===== config.mk =====
export PLATFORM = sky130hd
export DESIGN_NAME = mrb_msr_slice
export DESIGN_NICKNAME = d
export VERILOG_FILES = /design/src/hw/mrb_pkg.sv /design/src/hw/mrb_msr_slice.sv
export SDC_FILE = /design/constraint.sdc
export NUM_CORES = 1
export LEC_CHECK = 0
export ABC_AREA = 1
export ABC_CLOCK_PERIOD_IN_PS = 3700
export BUFFER_PORTS_ARGS = -buffer_cell sky130_fd_sc_hd__buf_2
export CORE_UTILIZATION = 31
export CTS_BUF_LIST = sky130_fd_sc_hd__clkbuf_16
export CTS_CLUSTER_DIAMETER = 120
export DETAILED_ROUTE_END_ITERATION = 10
export PLACE_DENSITY = 0.61
export REMOVE_ABC_BUFFERS = 1
export SLEW_MARGIN = 15
export SYNTH_ARGS = -nofsm -noshare
export SYNTH_HDL_FRONTEND = slang
export SYNTH_SLANG_ARGS = --single-unit

===== constraint.sdc =====
create_clock -name clk_sys -period 3.7 [get_ports clk_sys]
set_input_delay 0.185 -clock clk_sys [delete_from_list [all_inputs] [get_ports clk_sys]]
set_output_delay 0.185 -clock clk_sys [all_outputs]
set_load 0.02 [all_outputs]

===== src/hw/mrb_pkg.sv =====
package mrb_pkg;
	// register indices (model register numbers)
	localparam logic [11:0] IDX_MICROCODE_SIGNATURE = 12'h08b;
	localparam logic [11:0] IDX_SMM_MONITOR_CONFIG = 12'h09b;
	localparam logic [11:0] IDX_MEMORY_TYPE_CAPABILITY = 12'h0fe;
	localparam logic [11:0] IDX_FAST_CALL_CODE_SELECTOR = 12'h174;
	localparam logic [11:0] IDX_FAST_CALL_STACK_POINTER = 12'h175;
	localparam logic [11:0] IDX_FAST_CALL_ENTRY_POINTER = 12'h176;
	localparam logic [11:0] IDX_MACHINE_CHECK_CAPABILITY = 12'h179;
	localparam logic [11:0] IDX_MACHINE_CHECK_GLOBAL_STATUS = 12'h17a;
	localparam logic [11:0] IDX_MACHINE_CHECK_GLOBAL_ENABLE = 12'h17b;
	localparam logic [11:0] IDX_MACHINE_CHECK_ACCUMULATOR_SAVE = 12'h180;
	// field layout of the signature register, reset value and monitor feature bit positions
	localparam int SIG_LSB = 32;
	localparam int SIG_W = 32;
	localparam logic [63:0] SIG_FIELD_MASK = 64'hffffffff_00000000;
	localparam logic [63:0] LOW_HALF_MASK = 64'h00000000_ffffffff;
	localparam logic [63:0] RESET_VALUE = 64'h0;
	localparam int FEAT_MONITOR_BIT = 9;
	localparam int CAP_MONITOR_BIT = 49;

	// register access request from the core
	typedef struct packed {
		logic rd;
		logic wr;
		logic [11:0] idx;
		logic [63:0] wdata;
	} mrb_req_t;

	// answer to the core
	typedef struct packed {
		logic ack;
		logic fault;
		logic [63:0] rdata;
	} mrb_rsp_t;

	// machine-check capture event with the accumulator value
	typedef struct packed {
		logic raise;
		logic long_mode;
		logic [63:0] status;
		logic [63:0] accumulator;
	} mrb_mc_event_t;
endpackage


===== src/hw/mrb_msr_slice.sv =====
`timescale 1ns/1ps
module mrb_msr_slice
	import mrb_pkg::*;
#(
	parameter logic [63:0] MC_CAP_VALUE = 64'h0000000000000000,
	parameter logic [63:0] MTYPE_CAP_VALUE = 64'h0000000000000000
) (
	input wire logic clk_sys,
	input wire logic rst,
	input wire mrb_req_t req,
	output mrb_rsp_t rsp,
	input wire logic identify_leaf1,
	input wire logic [31:0] update_signature,
	input wire logic update_loaded,
	input wire logic vm_transition,
	input wire logic feature_monitor,
	input wire logic capability_monitor,
	input wire logic system_management_mode,
	input wire mrb_mc_event_t mc_event,
	output logic [63:0] fast_call_code_selector_q,
	output logic [63:0] fast_call_stack_pointer_q,
	output logic [63:0] fast_call_entry_pointer_q,
	output logic machine_check_enabled
);

	// register state
	logic [63:0] microcode_signature, next_microcode_signature;
	logic [63:0] smm_monitor_config, next_smm_monitor_config;
	logic [63:0] code_sel, next_code_sel;
	logic [63:0] stack_ptr, next_stack_ptr;
	logic [63:0] entry_ptr, next_entry_ptr;
	logic [63:0] mc_status, next_mc_status;
	logic [63:0] mc_enable, next_mc_enable;
	logic [63:0] acc_save, next_acc_save;
	mrb_rsp_t next_rsp;
	logic monitor_present;
	logic wr_hit;
	logic next_machine_check_enabled;

	// true when the request writes the given register
	function automatic logic wr_to(input mrb_req_t r, input logic [11:0] idx);
		return r.wr && (r.idx == idx);
	endfunction

	assign monitor_present = feature_monitor && capability_monitor;
	assign wr_hit = req.wr;

	// next-state for the registers
	always_comb begin
		next_microcode_signature = microcode_signature;
		next_smm_monitor_config = smm_monitor_config;
		next_code_sel = code_sel;
		next_stack_ptr = stack_ptr;
		next_entry_ptr = entry_ptr;
		next_mc_status = mc_status;
		next_mc_enable = mc_enable;
		next_acc_save = acc_save;
		// software write, blocked during vm transitions, low half ignored
		if (wr_to(req, IDX_MICROCODE_SIGNATURE) && !vm_transition) begin
			next_microcode_signature = req.wdata & SIG_FIELD_MASK;
		end
		// identify instruction loads the signature, or zero without update
		if (identify_leaf1) begin
			next_microcode_signature = update_loaded ?
				{update_signature, {SIG_LSB{1'b0}}} : RESET_VALUE;
		end
		if (wr_to(req, IDX_SMM_MONITOR_CONFIG) && monitor_present
				&& system_management_mode) begin
			next_smm_monitor_config = req.wdata;
		end
		if (wr_to(req, IDX_FAST_CALL_CODE_SELECTOR)) begin
			next_code_sel = req.wdata;
		end
		if (wr_to(req, IDX_FAST_CALL_STACK_POINTER)) begin
			next_stack_ptr = req.wdata;
		end
		if (wr_to(req, IDX_FAST_CALL_ENTRY_POINTER)) begin
			next_entry_ptr = req.wdata;
		end
		if (wr_to(req, IDX_MACHINE_CHECK_GLOBAL_ENABLE)) begin
			next_mc_enable = req.wdata;
		end
		// machine-check capture of status and accumulator
		if (mc_event.raise) begin
			next_mc_status = mc_event.status;
			next_acc_save = mc_event.long_mode ? mc_event.accumulator :
				(mc_event.accumulator & LOW_HALF_MASK);
		end
		// enable output follows any set enable bit, kept in a flop
		next_machine_check_enabled = |next_mc_enable;
	end

	// read mux and access answer
	always_comb begin
		next_rsp = '0;
		next_rsp.ack = req.rd || req.wr;
		if (req.rd) begin
			case (req.idx)
				IDX_MICROCODE_SIGNATURE: next_rsp.rdata = microcode_signature;
				IDX_SMM_MONITOR_CONFIG: begin
					next_rsp.rdata = smm_monitor_config;
					next_rsp.fault = !monitor_present;
				end
				IDX_MEMORY_TYPE_CAPABILITY: next_rsp.rdata = MTYPE_CAP_VALUE;
				IDX_FAST_CALL_CODE_SELECTOR: next_rsp.rdata = code_sel;
				IDX_FAST_CALL_STACK_POINTER: next_rsp.rdata = stack_ptr;
				IDX_FAST_CALL_ENTRY_POINTER: next_rsp.rdata = entry_ptr;
				IDX_MACHINE_CHECK_CAPABILITY: next_rsp.rdata = MC_CAP_VALUE;
				IDX_MACHINE_CHECK_GLOBAL_STATUS: next_rsp.rdata = mc_status;
				IDX_MACHINE_CHECK_GLOBAL_ENABLE: next_rsp.rdata = mc_enable;
				IDX_MACHINE_CHECK_ACCUMULATOR_SAVE: next_rsp.rdata = acc_save;
				default: next_rsp.fault = 1'b1;
			endcase
		end else if (wr_hit) begin
			case (req.idx)
				IDX_MICROCODE_SIGNATURE,
				IDX_FAST_CALL_CODE_SELECTOR,
				IDX_FAST_CALL_STACK_POINTER,
				IDX_FAST_CALL_ENTRY_POINTER,
				IDX_MACHINE_CHECK_GLOBAL_ENABLE: next_rsp.fault = 1'b0;
				IDX_SMM_MONITOR_CONFIG: next_rsp.fault = !monitor_present ||
					!system_management_mode;
				default: next_rsp.fault = 1'b1;
			endcase
		end
	end

	// registers
	always_ff @(posedge clk_sys) begin
		if (rst) begin
			microcode_signature <= RESET_VALUE;
			smm_monitor_config <= RESET_VALUE;
			code_sel <= RESET_VALUE;
			stack_ptr <= RESET_VALUE;
			entry_ptr <= RESET_VALUE;
			mc_status <= RESET_VALUE;
			mc_enable <= RESET_VALUE;
			acc_save <= RESET_VALUE;
			rsp <= '0;
			machine_check_enabled <= 1'b0;
		end else begin
			microcode_signature <= next_microcode_signature;
			smm_monitor_config <= next_smm_monitor_config;
			code_sel <= next_code_sel;
			stack_ptr <= next_stack_ptr;
			entry_ptr <= next_entry_ptr;
			mc_status <= next_mc_status;
			mc_enable <= next_mc_enable;
			acc_save <= next_acc_save;
			rsp <= next_rsp;
			machine_check_enabled <= next_machine_check_enabled;
		end
	end

	assign fast_call_code_selector_q = code_sel;
	assign fast_call_stack_pointer_q = stack_ptr;
	assign fast_call_entry_pointer_q = entry_ptr;

	// identify with an update loaded puts the signature in the upper half
	a_sig_loaded: assert property (@(posedge clk_sys) disable iff (rst)
		identify_leaf1 && update_loaded
		|=> microcode_signature == {$past(update_signature), {SIG_LSB{1'b0}}})
		else $error("signature not loaded after identify");

	// identify without an update leaves the field at zero
	a_sig_zero: assert property (@(posedge clk_sys) disable iff (rst)
		identify_leaf1 && !update_loaded
		|=> microcode_signature == RESET_VALUE)
		else $error("signature not zero without update");

	// software writes are dropped while guest state moves
	a_sig_block: assert property (@(posedge clk_sys) disable iff (rst)
		wr_to(req, IDX_MICROCODE_SIGNATURE) && vm_transition && !identify_leaf1
		|=> $stable(microcode_signature))
		else $error("signature written during vm transition");

	// an accepted software write keeps only the signature field
	a_sig_write: assert property (@(posedge clk_sys) disable iff (rst)
		wr_to(req, IDX_MICROCODE_SIGNATURE) && !vm_transition && !identify_leaf1
		|=> microcode_signature == ($past(req.wdata) & SIG_FIELD_MASK))
		else $error("signature write not masked");

	// the reserved low half never holds a one
	a_sig_resv: assert property (@(posedge clk_sys) disable iff (rst)
		(microcode_signature & LOW_HALF_MASK) == RESET_VALUE)
		else $error("reserved signature bits set");

	// a read of the signature shows zero in the reserved half
	a_sig_rd_resv: assert property (@(posedge clk_sys) disable iff (rst)
		req.rd && req.idx == IDX_MICROCODE_SIGNATURE
		|=> rsp.ack && (rsp.rdata & LOW_HALF_MASK) == RESET_VALUE)
		else $error("reserved signature bits read back");

	// monitor config holds unless present and in system management mode
	a_mon_guard: assert property (@(posedge clk_sys) disable iff (rst)
		!(monitor_present && system_management_mode)
		|=> $stable(smm_monitor_config))
		else $error("monitor config written outside system management mode");

	// a permitted write lands in the monitor config
	a_mon_write: assert property (@(posedge clk_sys) disable iff (rst)
		wr_to(req, IDX_SMM_MONITOR_CONFIG) && monitor_present && system_management_mode
		|=> smm_monitor_config == $past(req.wdata))
		else $error("monitor config write lost");

	// reading an absent monitor config faults
	a_mon_absent: assert property (@(posedge clk_sys) disable iff (rst)
		req.rd && req.idx == IDX_SMM_MONITOR_CONFIG && !monitor_present
		|=> rsp.ack && rsp.fault)
		else $error("absent monitor config read without fault");

	// a refused monitor config write faults
	a_mon_deny: assert property (@(posedge clk_sys) disable iff (rst)
		wr_to(req, IDX_SMM_MONITOR_CONFIG) && !(monitor_present && system_management_mode)
		|=> rsp.ack && rsp.fault)
		else $error("refused monitor config write without fault");

	// a written selector reads back after one idle cycle
	a_sel_write: assert property (@(posedge clk_sys) disable iff (rst)
		wr_to(req, IDX_FAST_CALL_CODE_SELECTOR) ##1 !req.wr
		##1 (req.rd && req.idx == IDX_FAST_CALL_CODE_SELECTOR)
		|=> rsp.rdata == $past(req.wdata, 3))
		else $error("code selector readback wrong");

	// the selector changes only on its own write
	a_sel_keep: assert property (@(posedge clk_sys) disable iff (rst)
		!wr_to(req, IDX_FAST_CALL_CODE_SELECTOR) |=> $stable(code_sel))
		else $error("code selector changed without write");

	// a stack pointer write lands the next cycle
	a_stack_write: assert property (@(posedge clk_sys) disable iff (rst)
		wr_to(req, IDX_FAST_CALL_STACK_POINTER)
		|=> stack_ptr == $past(req.wdata))
		else $error("stack pointer not written");

	// the stack pointer changes only on its own write
	a_stack_keep: assert property (@(posedge clk_sys) disable iff (rst)
		!wr_to(req, IDX_FAST_CALL_STACK_POINTER) |=> $stable(stack_ptr))
		else $error("stack pointer changed without write");

	// an entry pointer write lands the next cycle
	a_entry_write: assert property (@(posedge clk_sys) disable iff (rst)
		wr_to(req, IDX_FAST_CALL_ENTRY_POINTER)
		|=> entry_ptr == $past(req.wdata))
		else $error("entry pointer not written");

	// the entry pointer changes only on its own write
	a_entry_keep: assert property (@(posedge clk_sys) disable iff (rst)
		!wr_to(req, IDX_FAST_CALL_ENTRY_POINTER) |=> $stable(entry_ptr))
		else $error("entry pointer changed without write");

	// machine-check capability reads return the fixed value
	a_cap_ro: assert property (@(posedge clk_sys) disable iff (rst)
		req.rd && req.idx == IDX_MACHINE_CHECK_CAPABILITY
		|=> rsp.ack && rsp.rdata == MC_CAP_VALUE)
		else $error("capability readback wrong");

	// writes to the capability registers fault
	a_cap_write: assert property (@(posedge clk_sys) disable iff (rst)
		req.wr && (req.idx == IDX_MACHINE_CHECK_CAPABILITY
		|| req.idx == IDX_MEMORY_TYPE_CAPABILITY) |=> rsp.ack && rsp.fault)
		else $error("capability write accepted");

	// a machine-check event captures the status word
	a_status_cap: assert property (@(posedge clk_sys) disable iff (rst)
		mc_event.raise
		|=> mc_status == $past(mc_event.status))
		else $error("status not captured");

	// software cannot write the status register
	a_status_ro: assert property (@(posedge clk_sys) disable iff (rst)
		req.wr && req.idx == IDX_MACHINE_CHECK_GLOBAL_STATUS && !mc_event.raise
		|=> $stable(mc_status))
		else $error("status changed by write");

	// the enable output follows the written enable bits
	a_enable_out: assert property (@(posedge clk_sys) disable iff (rst)
		wr_to(req, IDX_MACHINE_CHECK_GLOBAL_ENABLE)
		|=> machine_check_enabled == (|$past(req.wdata)))
		else $error("enable not applied");

	// the enable register changes only on its own write
	a_enable_keep: assert property (@(posedge clk_sys) disable iff (rst)
		!wr_to(req, IDX_MACHINE_CHECK_GLOBAL_ENABLE) |=> $stable(mc_enable))
		else $error("enable changed without write");

	// in long mode the whole accumulator is saved
	a_acc_long: assert property (@(posedge clk_sys) disable iff (rst)
		mc_event.raise && mc_event.long_mode
		|=> acc_save == $past(mc_event.accumulator))
		else $error("accumulator not saved");

	// software cannot write the save-state register
	a_acc_ro: assert property (@(posedge clk_sys) disable iff (rst)
		req.wr && req.idx == IDX_MACHINE_CHECK_ACCUMULATOR_SAVE && !mc_event.raise
		|=> $stable(acc_save))
		else $error("save state changed by write");

	// outside long mode only the low half is kept
	a_acc_short: assert property (@(posedge clk_sys) disable iff (rst)
		mc_event.raise && !mc_event.long_mode
		|=> acc_save == ($past(mc_event.accumulator) & LOW_HALF_MASK))
		else $error("upper half kept outside long mode");
endmodule


Word-level counts from Yosys, hierarchy flattened
Cells that the tools add are included.
Widths: inputs -> output; s select.

storage, ports and cells
  register bits after elaboration = 579
  bits of input ports = 248
  output and inout port bits = 259
  logic and storage cells = 53

operators by class
  equal/unequal tests = 10
  muxes and demuxes = 10
  bitwise gates (word level) = 1
  reduce and logical (&&, ||, !) cells = 20

operators by type and width
  kind                 number
  $pmux 64 s8          1
  $mux 64              5
  $eq 12x9->1 const B  7
  $reduce_or 64->1     1
  $eq 12x8->1 const B  3
  $logic_and 1x1->1    10
  $reduce_or 9->1      1
  $reduce_or 5->1      1
  $pmux 1 s2           2
  $logic_not 1->1      3
  $logic_or 1x1->1     2
  $mux 1               2
  $reduce_bool 2->1    1
  $reduce_or 2->1      1
  $not 1->1            1

Longest topological paths before layout
Gate-level depths: netlist of run 1.

  word-level depth = 6
  gate-level depth with buffers = 15

Worst setup path after synthesis of run 1
OpenSTA, ideal clock, no wires.

  path kind = input port to flip-flop
  start = input port req[73] (netlist name)
  end = register machine_check_enabled
  setup time = 0.128 ns
  data arrival time = 1.445 ns
  data required time = 3.572 ns
  setup slack = 2.128 ns
  stages on the path = 14
  path buffers = 2
  path through = inv_1 > nand2_1 > nor2_4 > buf_4 > buf_2 > nand4_1 > nand2_1 > nand2_1 > nor2_1 > nand2_1 > nor2_1 > nand2_1 > nor2_1 > nor2_1

between the ends
  longest elaborated chain between the ends = 4

RTL lines
  item                  RTL line              source
  start, declared       mrb_msr_slice.sv:10   input wire mrb_req_t req,
  $eq 12x9->1           mrb_msr_slice.sv:42   return r.wr && (r.idx == idx);
  $logic_and 1x1->1     mrb_msr_slice.sv:42
  $mux 64               mrb_msr_slice.sv:80   if (wr_to(req, IDX_MACHINE_CHECK_GLOBAL_ENABLE)) begin
  $reduce_or 64->1      mrb_msr_slice.sv:90   next_machine_check_enabled = |next_mc_enable;
  end signal, assigned  mrb_msr_slice.sv:151  machine_check_enabled <= next_machine_check_enabled;
  end, declared         mrb_msr_slice.sv:23   output logic machine_check_enabled

No other way between the ends.
A chain may end at the register's enable or synchronous reset.

==> summary by stage, run 1 <==
Clock tree
TritonCTS built the clock tree. In this run, CTS created clock tree buffers numbering 67. The longest clock path from root to sink contains 3 buffers. For the worst-skew pair, the clock arrives at the later sink with an insertion delay of approximately 600 ps. The clock sink total is 547. CTS placed an instance of sky130_fd_sc_hd__clkbuf_16 at the clock tree root. The clock tree synthesis step divided the H-tree into 3 levels. The post-CTS clock slew at the launch and capture registers of the worst setup and hold paths is 60 ps.

GRT
The number of global-route vias before repair is 22100. The initial antenna violation count came to 4. Entering global routing, the biggest net connects roughly 140 pins.

The total track usage is 0.246. Summed over all layers, the global routing overflow is 0. The global-route wire length before repair is roughly 140000 um.

STA
The final clock period utilization by the worst path is 0.638. Setup repair after global routing left no endpoint under its margin. The relative slew slack is 0.308. The clock period could shrink to 2360 ps. Derived from the worst setup path, the maximum achievable clock frequency is ~420 MHz. The number of endpoints with negative hold slack in the final report is 0.

Setup violations remaining at the end of the flow were counted as 0. The final setup TNS is 0 ps. The final setup skew is 28.8 ps.

The tightest hold path in the finished design has a slack of just over 20 ps. The final max-slew violation count is 0. The pin slew with the least headroom to its limit is just over 1000 ps.

Floorplanning
The die boundary width is ~270 um. After floorplanning, the core was sized to cover 70500 um^2. The die area is 72900 um^2. The floorplan has between 90 and 100 rows. around 510 I/O pins were placed.

The initial cell density of the core is 0.316. In this run the vertical extent of the chip is ~270 um.

Power
The power density over the cells is about 440 nW/um^2. The maximum vdd ir drop is roughly 0.0004 V. The relative contribution of sequential cells to total power is 0.458. The leakage component of the power is between 10 and 15 nW. Of the total power, combinational logic draws 0.067.

The clock network fraction of design power is 0.475. The internal power of the cells totals around 10 mW. The net switching fraction of the power is 0.244. For this design the total switching power over the nets is 3.22 mW.

Worst setup path
The terminus of the critical flop-to-flop path is machine_check_enabled. In this design, the stage delay of the slowest critical-path cell is roughly 570 ps. The worst setup path is launched from a primary input. The signal on the critical path passes through dlygate4sd3_1, buf_8, inv_6, buf_12, o21ai_0, a31oi_1, dlygate4sd3_1. By startpoint and endpoint, the worst setup path is classified as in2reg. Across all register-to-register paths, the minimum setup slack is about 2200 ps.

In this run the worst path has a maximum fanout of 78. The cell seen most often among critical-path stages is sky130_fd_sc_hd__dlygate4sd3_1. The cell with the largest stage delay on the worst path is sky130_fd_sc_hd__dlygate4sd3_1. The cell count of the worst reg-to-reg path is 10. The worst flop-to-flop path startpoint is mc_enable[6].

The data arrival time of the critical path is 2890 ps. At the worst endpoint, the required time is ~4200 ps. STA classifies the critical path endpoint as a flip-flop.

Drt
In this run, the number of DRC markers left after iteration 0 of detailed routing was between 1500 and 2000. The remaining routing DRC violations is 0. The first TritonRoute pass finished after 5 iterations. The wire length after detailed routing is around 93000 um. The detail route stage leaves a number of antenna-violating nets equal to 0. The overall via count from detail_route is 23000. Dividing the detail-routed wire length by the instance count gives approximately 20 um. The via count normalized by instance count is approximately 5.

Min path
The number of cells on the worst hold path is 3. The min-delay analysis places its worst path in the category in2reg. The source of the worst hold timing path is mc_event[24]. The hold-critical path endpoint is acc_save[24].

Synth
Synthesis produced a netlist whose cell count is 2898. In the post-synthesis netlist, the biggest area contributors are sky130_fd_sc_hd__dfxtp_1 (49%), sky130_fd_sc_hd__nor2_1 (7.7%), sky130_fd_sc_hd__a211oi_1 (7.2%), sky130_fd_sc_hd__nand2_1 (7.0%), sky130_fd_sc_hd__o21ai_0 (5.5%). The share of the Yosys chip area taken by registers is 0.492. The combined area of all synthesized cells is about 22000 um^2. Of all cell types, the one taking the most synthesized area is sky130_fd_sc_hd__dfxtp_1.

The per-instance average area after synthesis is ~7.7 um^2. After synthesis the netlist holds a flip-flop and latch count of ~550. The count of cell types in the netlist is 37.

The share of synthesized area in the top cell type comes to 0.492. For this run, the number of Yosys warnings is 0.

Place
After legalization and detailed placement, the total HPWL measured between 50000 and 60000 um. The routability congestion estimate from global placement is around 0.83. In this run the tool buffered the top-level ports with slightly above 500 buffer cells.

Job
The tool flagged a number of max-cap violations equal to 0.

Final layout
After the last flow step, the layout net total stands at between 3000 and 4000. The area growth from synthesis to final layout is 34.3%. The fraction of final layout cells with drive strength greater than 1 is 0.189.

Status
The flow ran to the end, and the final reports show no timing, DRC or antenna violations.
==> registers in the layout, indices dropped and copies added (netlist names) <==
register	count
acc_save	64
fast_call_stack_pointer_q	64
fast_call_entry_pointer_q	64
fast_call_code_selector_q	64
machine_check_enabled	1
mc_enable	64
mc_status	64
rsp	66
microcode_signature	32
smm_monitor_config	64
==> worst max-delay path by stage <==
| stage | from | to | slack (ps) | cells past startpoint |
|---|---|---|---|---|
| detailed placement | req[73] | rsp[3] | 1100 | 10 |
| global placement | req[73] | rsp[62] | 1160 | 10 |
| CTS | rst | microcode_signature[52] | 1410 | 7 |
| global route | rst | microcode_signature[52] | 1240 | 7 |
| floorplan | req[73] | fast_call_entry_pointer_q[0] | -1860 | 6 |
| finish | rst | microcode_signature[62] | 1340 | 7 |
==> cells in the final DEF, fill, tap and decap left out, types with 6 or more instances in the layout <==
cell                            count
sky130_fd_sc_hd__dfxtp_1          547
sky130_fd_sc_hd__buf_2            504
sky130_fd_sc_hd__nor2_1           451
sky130_fd_sc_hd__nand2_1          417
sky130_fd_sc_hd__inv_1            265
sky130_fd_sc_hd__o21ai_0          244
sky130_fd_sc_hd__dlygate4sd3_1    235
sky130_fd_sc_hd__a211oi_1         214
sky130_fd_sc_hd__a21oi_1          201
sky130_fd_sc_hd__nand3_1           75
sky130_fd_sc_hd__clkbuf_16         70
sky130_fd_sc_hd__nand4_1           53
sky130_fd_sc_hd__a31oi_1           32
sky130_fd_sc_hd__a221oi_1          31
sky130_fd_sc_hd__buf_4             29
sky130_fd_sc_hd__o22ai_1           20
sky130_fd_sc_hd__o21ai_1           20
sky130_fd_sc_hd__clkinv_1          20
sky130_fd_sc_hd__a41oi_1           18
sky130_fd_sc_hd__a22o_1            14
sky130_fd_sc_hd__buf_12            13
sky130_fd_sc_hd__a22oi_1           12
sky130_fd_sc_hd__clkinv_2          11
sky130_fd_sc_hd__o211ai_1          10
sky130_fd_sc_hd__o2111ai_1          8
sky130_fd_sc_hd__nor2_4             7
sky130_fd_sc_hd__inv_2              6
sky130_fd_sc_hd__o21ai_2            6
==> synth_stat cells <==
master / instances
sky130_fd_sc_hd__a211oi_1: 214
sky130_fd_sc_hd__a21oi_1: 201
sky130_fd_sc_hd__a221oi_1: 31
sky130_fd_sc_hd__a22o_1: 14
sky130_fd_sc_hd__a22oi_1: 12
sky130_fd_sc_hd__a31oi_1: 32
sky130_fd_sc_hd__a41oi_1: 18
sky130_fd_sc_hd__buf_1: 10
sky130_fd_sc_hd__buf_2: 82
sky130_fd_sc_hd__buf_4: 3
sky130_fd_sc_hd__buf_6: 6
sky130_fd_sc_hd__clkbuf_1: 130
sky130_fd_sc_hd__clkinv_1: 1
sky130_fd_sc_hd__dfxtp_1: 547
sky130_fd_sc_hd__inv_1: 259
sky130_fd_sc_hd__inv_2: 7
sky130_fd_sc_hd__nand2_1: 417
sky130_fd_sc_hd__nand2_2: 5
sky130_fd_sc_hd__nand2_4: 1
sky130_fd_sc_hd__nand3_1: 76
sky130_fd_sc_hd__nand3_2: 1
sky130_fd_sc_hd__nand4_1: 53
sky130_fd_sc_hd__nand4_4: 1
sky130_fd_sc_hd__nor2_1: 454
sky130_fd_sc_hd__nor2_2: 1
sky130_fd_sc_hd__nor2_4: 4
sky130_fd_sc_hd__nor2_8: 1
sky130_fd_sc_hd__nor3_1: 4
sky130_fd_sc_hd__nor4_1: 3
sky130_fd_sc_hd__o2111ai_1: 8
sky130_fd_sc_hd__o211ai_1: 10
sky130_fd_sc_hd__o21ai_0: 244
sky130_fd_sc_hd__o21ai_1: 20
sky130_fd_sc_hd__o21ai_2: 6
sky130_fd_sc_hd__o221a_2: 1
sky130_fd_sc_hd__o22ai_1: 20
sky130_fd_sc_hd__o31ai_4: 1
==> per-stage QoR <==
| stage | utilization | std cells | cell area, um^2 | total power [mW] | setup slack (ps) |
|---|---|---|---|---|---|
| after global placement | 0.362 | 4154 | 25500 | 6.85 | 1160 |
| final | 0.424 | 4509 | 29900 | 13.2 | 1340 |
| after detailed placement | 0.362 | 4154 | 25500 | 6.85 | 1100 |
| after CTS | 0.424 | 4507 | 29900 | 13.3 | 1410 |
| after floorplan | - | 2667 | 21200 | 6.43 | -1860 |
| after global routing | 0.424 | 4509 | 29900 | 13.6 | 1240 |
==> routing by layer <==
layer  up-vias  global-route usage  share of wire  routed length, um
li1      11100                   -              -                  -
met1     10800               0.327           0.44              40500
met2       998               0.397           0.46              42300
met3       203              0.0399          0.072               6700
met4         4              0.0993          0.035               3250
met5         -                   0        0.00028                 26
==> layout make-up <==
type / instances / area [um^2]
fill: 7108 / 40600
sequential: 547 / 11000
multi-input combinational: 1853 / 9340
timing repair buffer: 782 / 5370
clock buffer: 70 / 1750
tap: 940 / 1180
inverter: 267 / 1020
clock inverter: 48 / 312
antenna: 2 / 5.00
==> power by group through the flow <==
stage          Sequential [mW]  Combinational, mW  Clock (mW)
2_1_floorplan             6.17              0.259           0
3_3_place_gp              6.18              0.671           0
3_5_place_dp              6.18              0.673           0
4_1_cts                   6.05              0.877        6.37
5_1_grt                   6.06              0.963        6.62
6_report                  6.05              0.891        6.28
==> worst max-delay path, delay by kind of cell <==
family                 cells  cell delay, ps
buffers and inverters      5            2220
AOI/OAI and AO/OA          2             340
==> cell families after synthesis <==
| group | Yosys count | synth area share |
|---|---|---|
| DFF | 547 | 0.492 |
| AOI/OAI and AO/OA | 832 | 0.230 |
| buffers and inverters | 498 | 0.0911 |
| and+or+nand+nor | 1021 | 0.187 |
==> repair_timing <==
item | CTS | global route
endpoints found under the hold margin | 441 | 0
setup buffers | 0 | 0
gates resized for setup | 0 | 0
hold buffers | 235 | 0
Note: power is estimated with default switching activity, not from simulation.
==> inputs of run 2 (changes only) <==
- ABC_CLOCK_PERIOD_IN_PS: 3700 -> 2200
- clock period: 3.7 -> 2.2 ns (I/O delays scaled with it)
==> run 2 against run 1 <==
Against the previous run: sequential share of layout area decreased by 1.2 points; clock power grew 67%; non-clock buffer count is 78 higher; first-iteration DRC count up 4.5%; register-to-register slack worse by 1400 ps; routed wire length increased by 2.5%; global-route usage rose by 0.82 points; sequential power is 69% higher; critical endpoint is now microcode_signature[51].
==> summary by stage, run 2 (synthesized netlist as in run 1, its figures left out) <==
Status
The flow ran to the end, and the final reports show no timing, DRC or antenna violations.

Place
In this run the tool buffered the top-level ports with approximately 510 buffer cells. The total placed instance area is about 26000 um^2. The number of cells after detailed placement is about 4200. The worst setup slack before clock tree synthesis is approximately 8.5 ps. The HPWL after detailed placement is approximately 64000 um.

The routability congestion estimate from global placement is between 0.8 and 0.9.

Floorplanning
The die boundary width is ~270 um. The initial cell density of the core is 0.316. The placeable core area is between 70000 and 80000 um^2. slightly above 500 I/O pins were placed.

The die area is 72900 um^2. The number of standard-cell rows in the floorplan is 97. In this run the vertical extent of the chip is 270 um.

STA
The number of endpoints with negative hold slack in the final report was 0. The final max-slew violation count came to 0. The final clock period utilization by the worst path is 0.900.

Setup repair after global routing left no endpoint under its margin. The maximum frequency from static timing analysis is between 500 and 600 MHz. The final setup skew is about 28 ps. The slack of the critical path is between 200 and 250 ps. The minimum clock period after layout is 1980 ps. The worst hold slack is 53.1 ps. Measured against its own limit, the worst slew margin works out to 0.509. For the pin with the worst max-slew slack, the measured transition is 736 ps. Setup violations remaining at the end of the flow were counted as 0.

Power
In this run the power density over the cells is just over 700 nW/um^2. The cell internal power dissipation is between 15 and 20 mW. The share of total power dissipated in sequential elements is 0.455.

Of the total power, combinational logic draws 0.074. The analysis attributes to cell leakage a power of around 13 nW. Of the total power, the share spent switching nets is 0.243. The maximum vdd ir drop is roughly 0.00061 V.

The clock network fraction of design power is 0.471. The reported net switching power is around 5.4 mW.

Worst setup path
Broken down by cell family, the worst path's largest delay share belongs to buffers and inverters. The most critical setup path has its endpoint at microcode_signature[51]. The critical path capture point type is a flip-flop.

The critical path runs through a total of 8 cells. On the worst path, the slowest cell contributes a delay of between 500 and 600 ps. The number of buffers and inverters on the critical path is 6.

In this run the worst path has a maximum fanout of 48. Walking the worst path, the cells encountered are dlygate4sd3_1, buf_8, inv_6, buf_12, buf_4, o21ai_0, a31oi_1, dlygate4sd3_1. The critical path class is in2reg. The worst register-to-register path begins at mc_enable[0]. The worst register-to-register path ends at machine_check_enabled.

STA classifies the critical path startpoint as a primary input. The start point of the critical path is rst. The data arrival time of the critical path is between 2000 and 3000 ps.

The cell count of the worst reg-to-reg path is 11. The required time of the critical path is approximately 2800 ps. The cell seen most often among critical-path stages is sky130_fd_sc_hd__dlygate4sd3_1. For flop-to-flop paths, the worst setup slack is approximately 780 ps. The slowest stage of the critical path belongs to the cell sky130_fd_sc_hd__dlygate4sd3_1.

Drt
The first detailed-routing pass took 6 iterations. After detailed routing, the average wire length per cell comes to slightly above 20 um. After detailed routing, the number of remaining DRC violations is 0. The final layout contains routed wiring with a total length of 95100 um.

The via count normalized by instance count is around 5.1. Summing over every cut layer, the via total after detailed routing is ~23000. The detailed router's first-iteration violation count is 1903. The count of nets left with antenna violations once routing finished came out at 0.

Job
The max-cap violation count is 0.

Final layout
The number of nets in the final layout is about 3800. The fraction of final layout cells with drive strength greater than 1 is 0.200. The number of standard cells in the layout, taps in and fillers out is between 4000 and 5000. In the layout the commonest cells are sky130_fd_sc_hd__dfxtp_1 (547), sky130_fd_sc_hd__buf_2 (504), sky130_fd_sc_hd__nor2_1 (451). After filler insertion, the fill cell instance count of the layout stands at approximately 7000. The multi-input combinational cells in the finished layout cover a total of about 9300 um^2. The register with the most flip-flops in the layout has 66 of them. The area growth from synthesis to layout is 38.9%. The most frequent standard cell in the layout excluding fill and tap cells is sky130_fd_sc_hd__dfxtp_1. The post-layout instance area is 30900 um^2. The utilization after layout is 0.439. The sequential cells in the finished layout cover a total of between 10000 and 15000 um^2. The register with the most flip-flops in the final layout is rsp.

GRT
The maximum number of pins on one net before global-route repair is 92. The first global-routing pass estimated ~140000 um of wire. The total track usage is 0.254. Summed over all layers, the global routing overflow is 0. The number of global-route vias before repair is between 20000 and 25000. The initial antenna violation count is 4.

Clock tree
In this run, CTS created clock tree buffers numbering approximately 60. TritonCTS built the clock tree. The insertion delay to the later sink of the worst-skew pair is about 640 ps. In this run the clock root is driven by a sky130_fd_sc_hd__clkbuf_16. After clock tree synthesis, the clock-pin slew on the worst setup and hold paths is approximately 60 ps. The clock sink total is between 500 and 600. The H-tree generated during clock tree synthesis spans 2 levels. Buffers added to address setup during post-CTS repair amount to 0. The number of buffers on the longest clock path is 3.

Min path
The classification of the worst-slack hold path is in2reg.
-- run 2: cell types whose count changed in the layout (fill, tap and decap cells not counted), moves of 4 or more --
cell / before / now
sky130_fd_sc_hd__clkinv_2: 11 / 15
sky130_fd_sc_hd__clkinv_1: 20 / 14
sky130_fd_sc_hd__clkbuf_16: 70 / 61
sky130_fd_sc_hd__buf_4: 29 / 50
sky130_fd_sc_hd__bufinv_16: 3 / 9
sky130_fd_sc_hd__dlygate4sd3_1: 235 / 261
sky130_fd_sc_hd__buf_12: 13 / 44
-- run 2: final cells by class --
type                            count  share of cell area
Antenna cell                        2            0.000162
Inverter                          267              0.0329
Multi-Input combinational cell   1853               0.302
Clock buffer                       61              0.0493
Tap cell                          940              0.0380
Timing Repair Buffer              860               0.207
Sequential cell                   547               0.354
Clock inverter                     54              0.0167
-- run 2: worst register-to-register path: stages, from the launching register on --
cell                      delay [ps]
sky130_fd_sc_hd__dfxtp_1         300
sky130_fd_sc_hd__inv_1           110
sky130_fd_sc_hd__nand2_1          60
sky130_fd_sc_hd__o21ai_0         120
sky130_fd_sc_hd__nand2_1          80
sky130_fd_sc_hd__nor2_1          170
sky130_fd_sc_hd__buf_4           130
sky130_fd_sc_hd__nand2_1          40
sky130_fd_sc_hd__nor2_1           80
sky130_fd_sc_hd__nand2_1          60
sky130_fd_sc_hd__nor2_1           90
sky130_fd_sc_hd__nor2_1           50
-- run 2: how the worst min path moves through the flow --
| stage | startpoint | end | slack (ps) | cells after the start |
|---|---|---|---|---|
| 2_1_floorplan | rst | acc_save[32] | 180 | 1 |
| 3_3_place_gp | mc_event[79] | mc_status[15] | 330 | 3 |
| 3_5_place_dp | mc_event[70] | mc_status[6] | 340 | 3 |
| 4_1_cts | mc_event[129] | acc_save[13] | 2 | 3 |
| 5_1_grt | mc_event[128] | acc_save[36] | 40 | 3 |
| 6_report | mc_event[128] | acc_save[52] | 50 | 3 |
-- run 2: routing by layer --
| metal | vias up | global-route usage | wire (um) |
|---|---|---|---|
| met2 | 996 | 0.402 | 42400 |
| li1 | 11200 | - | - |
| met3 | 164 | 0.0400 | 6660 |
| met4 | 0 | 0.0812 | 2860 |
| met5 | - | 0 | 0 |
| met1 | 10900 | 0.352 | 43200 |
-- run 2: repair_timing --
| item | in CTS | in global routing |
|---|---|---|
| hold endpoints to repair | 470 | 0 |
| hold buffers | 261 | 0 |
| resized for setup | 0 | 0 |
-- run 2: metrics by stage --
stage               power (mW)  TNS [ps]
detailed placement        11.6         0
floorplan                 10.8   -879540
finish                    22.4         0
global route              23.1         0
global placement          11.6     -8.14
CTS                       22.5         0
-- run 2: power by group through the flow --
| stage | sequential [mW] | combinational, mW | clock, mW |
|---|---|---|---|
| final | 10.2 | 1.64 | 10.5 |
| after global routing | 10.2 | 1.78 | 11.1 |
| after CTS | 10.2 | 1.62 | 10.7 |
| after detailed placement | 10.4 | 1.24 | 0 |
| after global placement | 10.4 | 1.23 | 0 |
| after floorplan | 10.4 | 0.435 | 0 |
==> inputs of run 3 (changes only) <==
- BUFFER_PORTS_ARGS: -buffer_cell sky130_fd_sc_hd__buf_2 -> default
- DONT_BUFFER_PORTS: default -> 1
- PLACE_DENSITY: 0.61 -> 0.55
==> run 3 against run 2 <==
Against the previous run: the flow now finishes with violations (negative hold slack); final cell count fell by 6.5%; routed wire length rose by 4.0%; utilization fell by 0.52 points; hold slack got worse by 73 ps; fmax fell by 6.7%; clock-buffer cell count rose by 10; critical endpoint is now mc_status[25]; largest power group unchanged; highest routed layer is now met5.
==> summary by stage, run 3 (synthesized netlist as in run 1, its figures left out) <==
Status
The run finished, with violations left. The checks that failed: negative hold slack.

Power
The power density over the cells is between 700 and 800 nW/um^2. The leakage component of the power is 12.3 nW. Summing internal, switching and leakage power gives ~22 mW. VDD sags by at most between 0.0006 and 0.0007 V.

Clock tree
The TritonCTS clock tree is yes. CTS built an H-tree with a depth of 3. The clock buffer count from CTS is 67. No sink is reached through more buffers than the 3 on the longest clock path. CTS placed an instance of sky130_fd_sc_hd__clkbuf_16 at the clock tree root. The insertion delay to the later sink of the worst-skew pair is between 500 and 600 ps.

Clock-pin slew was measured on the worst setup and hold paths at about 60 ps. The clock sink total is approximately 550.

Final layout
The register with the most flip-flops in the layout has 66 of them. The number of standard cells in the layout, taps in and fillers out is roughly 4300. The register with the most flip-flops in the final layout is rsp.

The utilization after layout is 0.434. After the last flow step, the layout net total stands at 3544. Of the cells placed in the final design, the portion with a size suffix greater than 1 is 0.0608. The library cells used most frequently in the layout, excluding fill and tap cells, are sky130_fd_sc_hd__dfxtp_1 (547), sky130_fd_sc_hd__dlygate4sd3_1 (492), sky130_fd_sc_hd__nor2_1 (451). Compared with the post-synthesis result, the final layout area differs by 37.3%. The library cell used most frequently in the layout, excluding fill and tap cells, is sky130_fd_sc_hd__dfxtp_1.

STA
The relative slew slack is 0.430. The number of endpoints with negative hold slack in the final report was 1. The worst hold slack is -20.1 ps.

The minimum clock period after layout is 2120 ps. Across all setup checks in the final design, the least slack found is 78.0 ps. The final max-slew violation count is 0. For the pin with the worst max-slew slack, the measured transition is roughly 850 ps.

The total setup violations reported at the end of the flow is 0. Of the available clock period, the critical path in the final layout requires 0.965. Setup repair after global routing could not meet its margin everywhere. The maximum frequency from static timing analysis is around 470 MHz. For the final database, setup skew stands at approximately 29 ps.

Worst setup path
The largest individual stage delay along the critical path comes from the cell sky130_fd_sc_hd__dlygate4sd3_1. The worst setup path is launched from a primary input. The critical path class is in2reg.

For this run, the slowest stage of the critical path takes roughly 690 ps. On the critical path the largest part of the delay comes from buffers and inverters. Data on the critical path is required at its endpoint by between 2000 and 3000 ps. Along the worst path, the maximum fanout reaches 92. For the worst setup path, the data arrival time is 2650 ps. The critical path capture point type is a flip-flop. In this design, the critical path's most frequently occurring cell is sky130_fd_sc_hd__dlygate4sd3_1.

The buffer and inverter count on the worst path is 4. The critical path goes through dlygate4sd3_1, inv_6, o21ai_0, dlygate4sd3_1, a21oi_1, dlygate4sd3_1.

Place
The HPWL after detailed placement is ~61000 um. The count of input and output buffers is 0. Counting tap cells, the placed design contains a total of between 3000 and 4000 instances. Routability-driven placement finished with a final weighted congestion of between 0.8 and 0.9. The worst setup slack before clock tree synthesis is around 100 ps.

GRT
The global-route congestion overflow total is 0. Entering global routing, the biggest net connects 181 pins. The first global-routing pass estimated 146000 um of wire.

The total track usage is 0.264. The initial antenna violation count is 8. The number of global-route vias before repair is between 20000 and 25000.

Drt
In the routed layout, each cell is associated on average with a via count of 5.22. The wire length after detailed routing is between 90000 and 100000 um. The number of detailed-route iterations in the first pass is 6. After detailed routing, the number of remaining DRC violations is 0.

The count of antenna-violating nets left after detailed routing is 0. Dividing the detail-routed wire length by the instance count gives around 23 um. The detailed router's first-iteration violation count is around 1700.

The overall via count from detail_route is between 20000 and 25000.

Floorplanning
The top-level port count is roughly 510. The height of the chip is between 200 and 300 um. The placeable core area is 70500 um^2. The die boundary width is between 200 and 300 um. The floorplan has 97 rows. The initial cell density of the core is 0.316.

The die covers about 73000 um^2.

Job
The max-cap violation count is 0.

Min path
The classification of the worst-slack hold path is in2reg.
run 3: per-stage QoR:
step | area, um^2 | setup TNS (ps)
2_1_floorplan | 21200 | -879540
4_1_cts | 30500 | 0
3_5_place_dp | 23400 | 0
5_1_grt | 30600 | -75.4
6_report | 30600 | 0
3_3_place_gp | 23400 | 0
run 3: path summary, 6_finish.rpt:
| path | to | slack (ps) | cells past startpoint | from |
|---|---|---|---|---|
| setup / recovery | mc_status[25] | 80 | 6 | mc_event[129] |
| hold / removal | mc_enable[41] | -20 | 2 | rst |
| setup reg to reg | machine_check_enabled | 220 | 11 | mc_enable[0] |
| hold reg to reg | smm_monitor_config[63] | 440 | 2 | smm_monitor_config[63] |
run 3: where the power goes:
group | switching [mW] | total (mW) | internal (mW)
registers | 0.0879 | 10.2 | 10.1
clock network | 4.48 | 11.0 | 6.51
logic | 0.676 | 1.29 | 0.616
run 3: layout make-up:
type | instances | area, um^2
Sequential cell | 547 | 11000
Antenna cell | 5 | 12.5
Inverter | 267 | 1020
Fill cell | 7060 | 39900
Tap cell | 940 | 1180
Clock buffer | 71 | 1780
Timing Repair Buffer | 560 | 5940
Clock inverter | 43 | 364
Multi-Input combinational cell | 1853 | 9340
run 3: repair_timing:
item	4_1_cts	5_1_grt
resized for setup	0	1
endpoints found under the hold margin	483	9
setup endpoints to repair	0	2
hold buffers	492	2
buffers inserted	0	1
run 3: metal layers:
| metal | up-vias | GRT usage | wire length (um) |
|---|---|---|---|
| li1 | 10600 | - | - |
| met5 | - | 0 | 35 |
| met2 | 891 | 0.419 | 44500 |
| met1 | 10600 | 0.346 | 43600 |
| met3 | 197 | 0.0700 | 7760 |
| met4 | 6 | 0.0885 | 3000 |
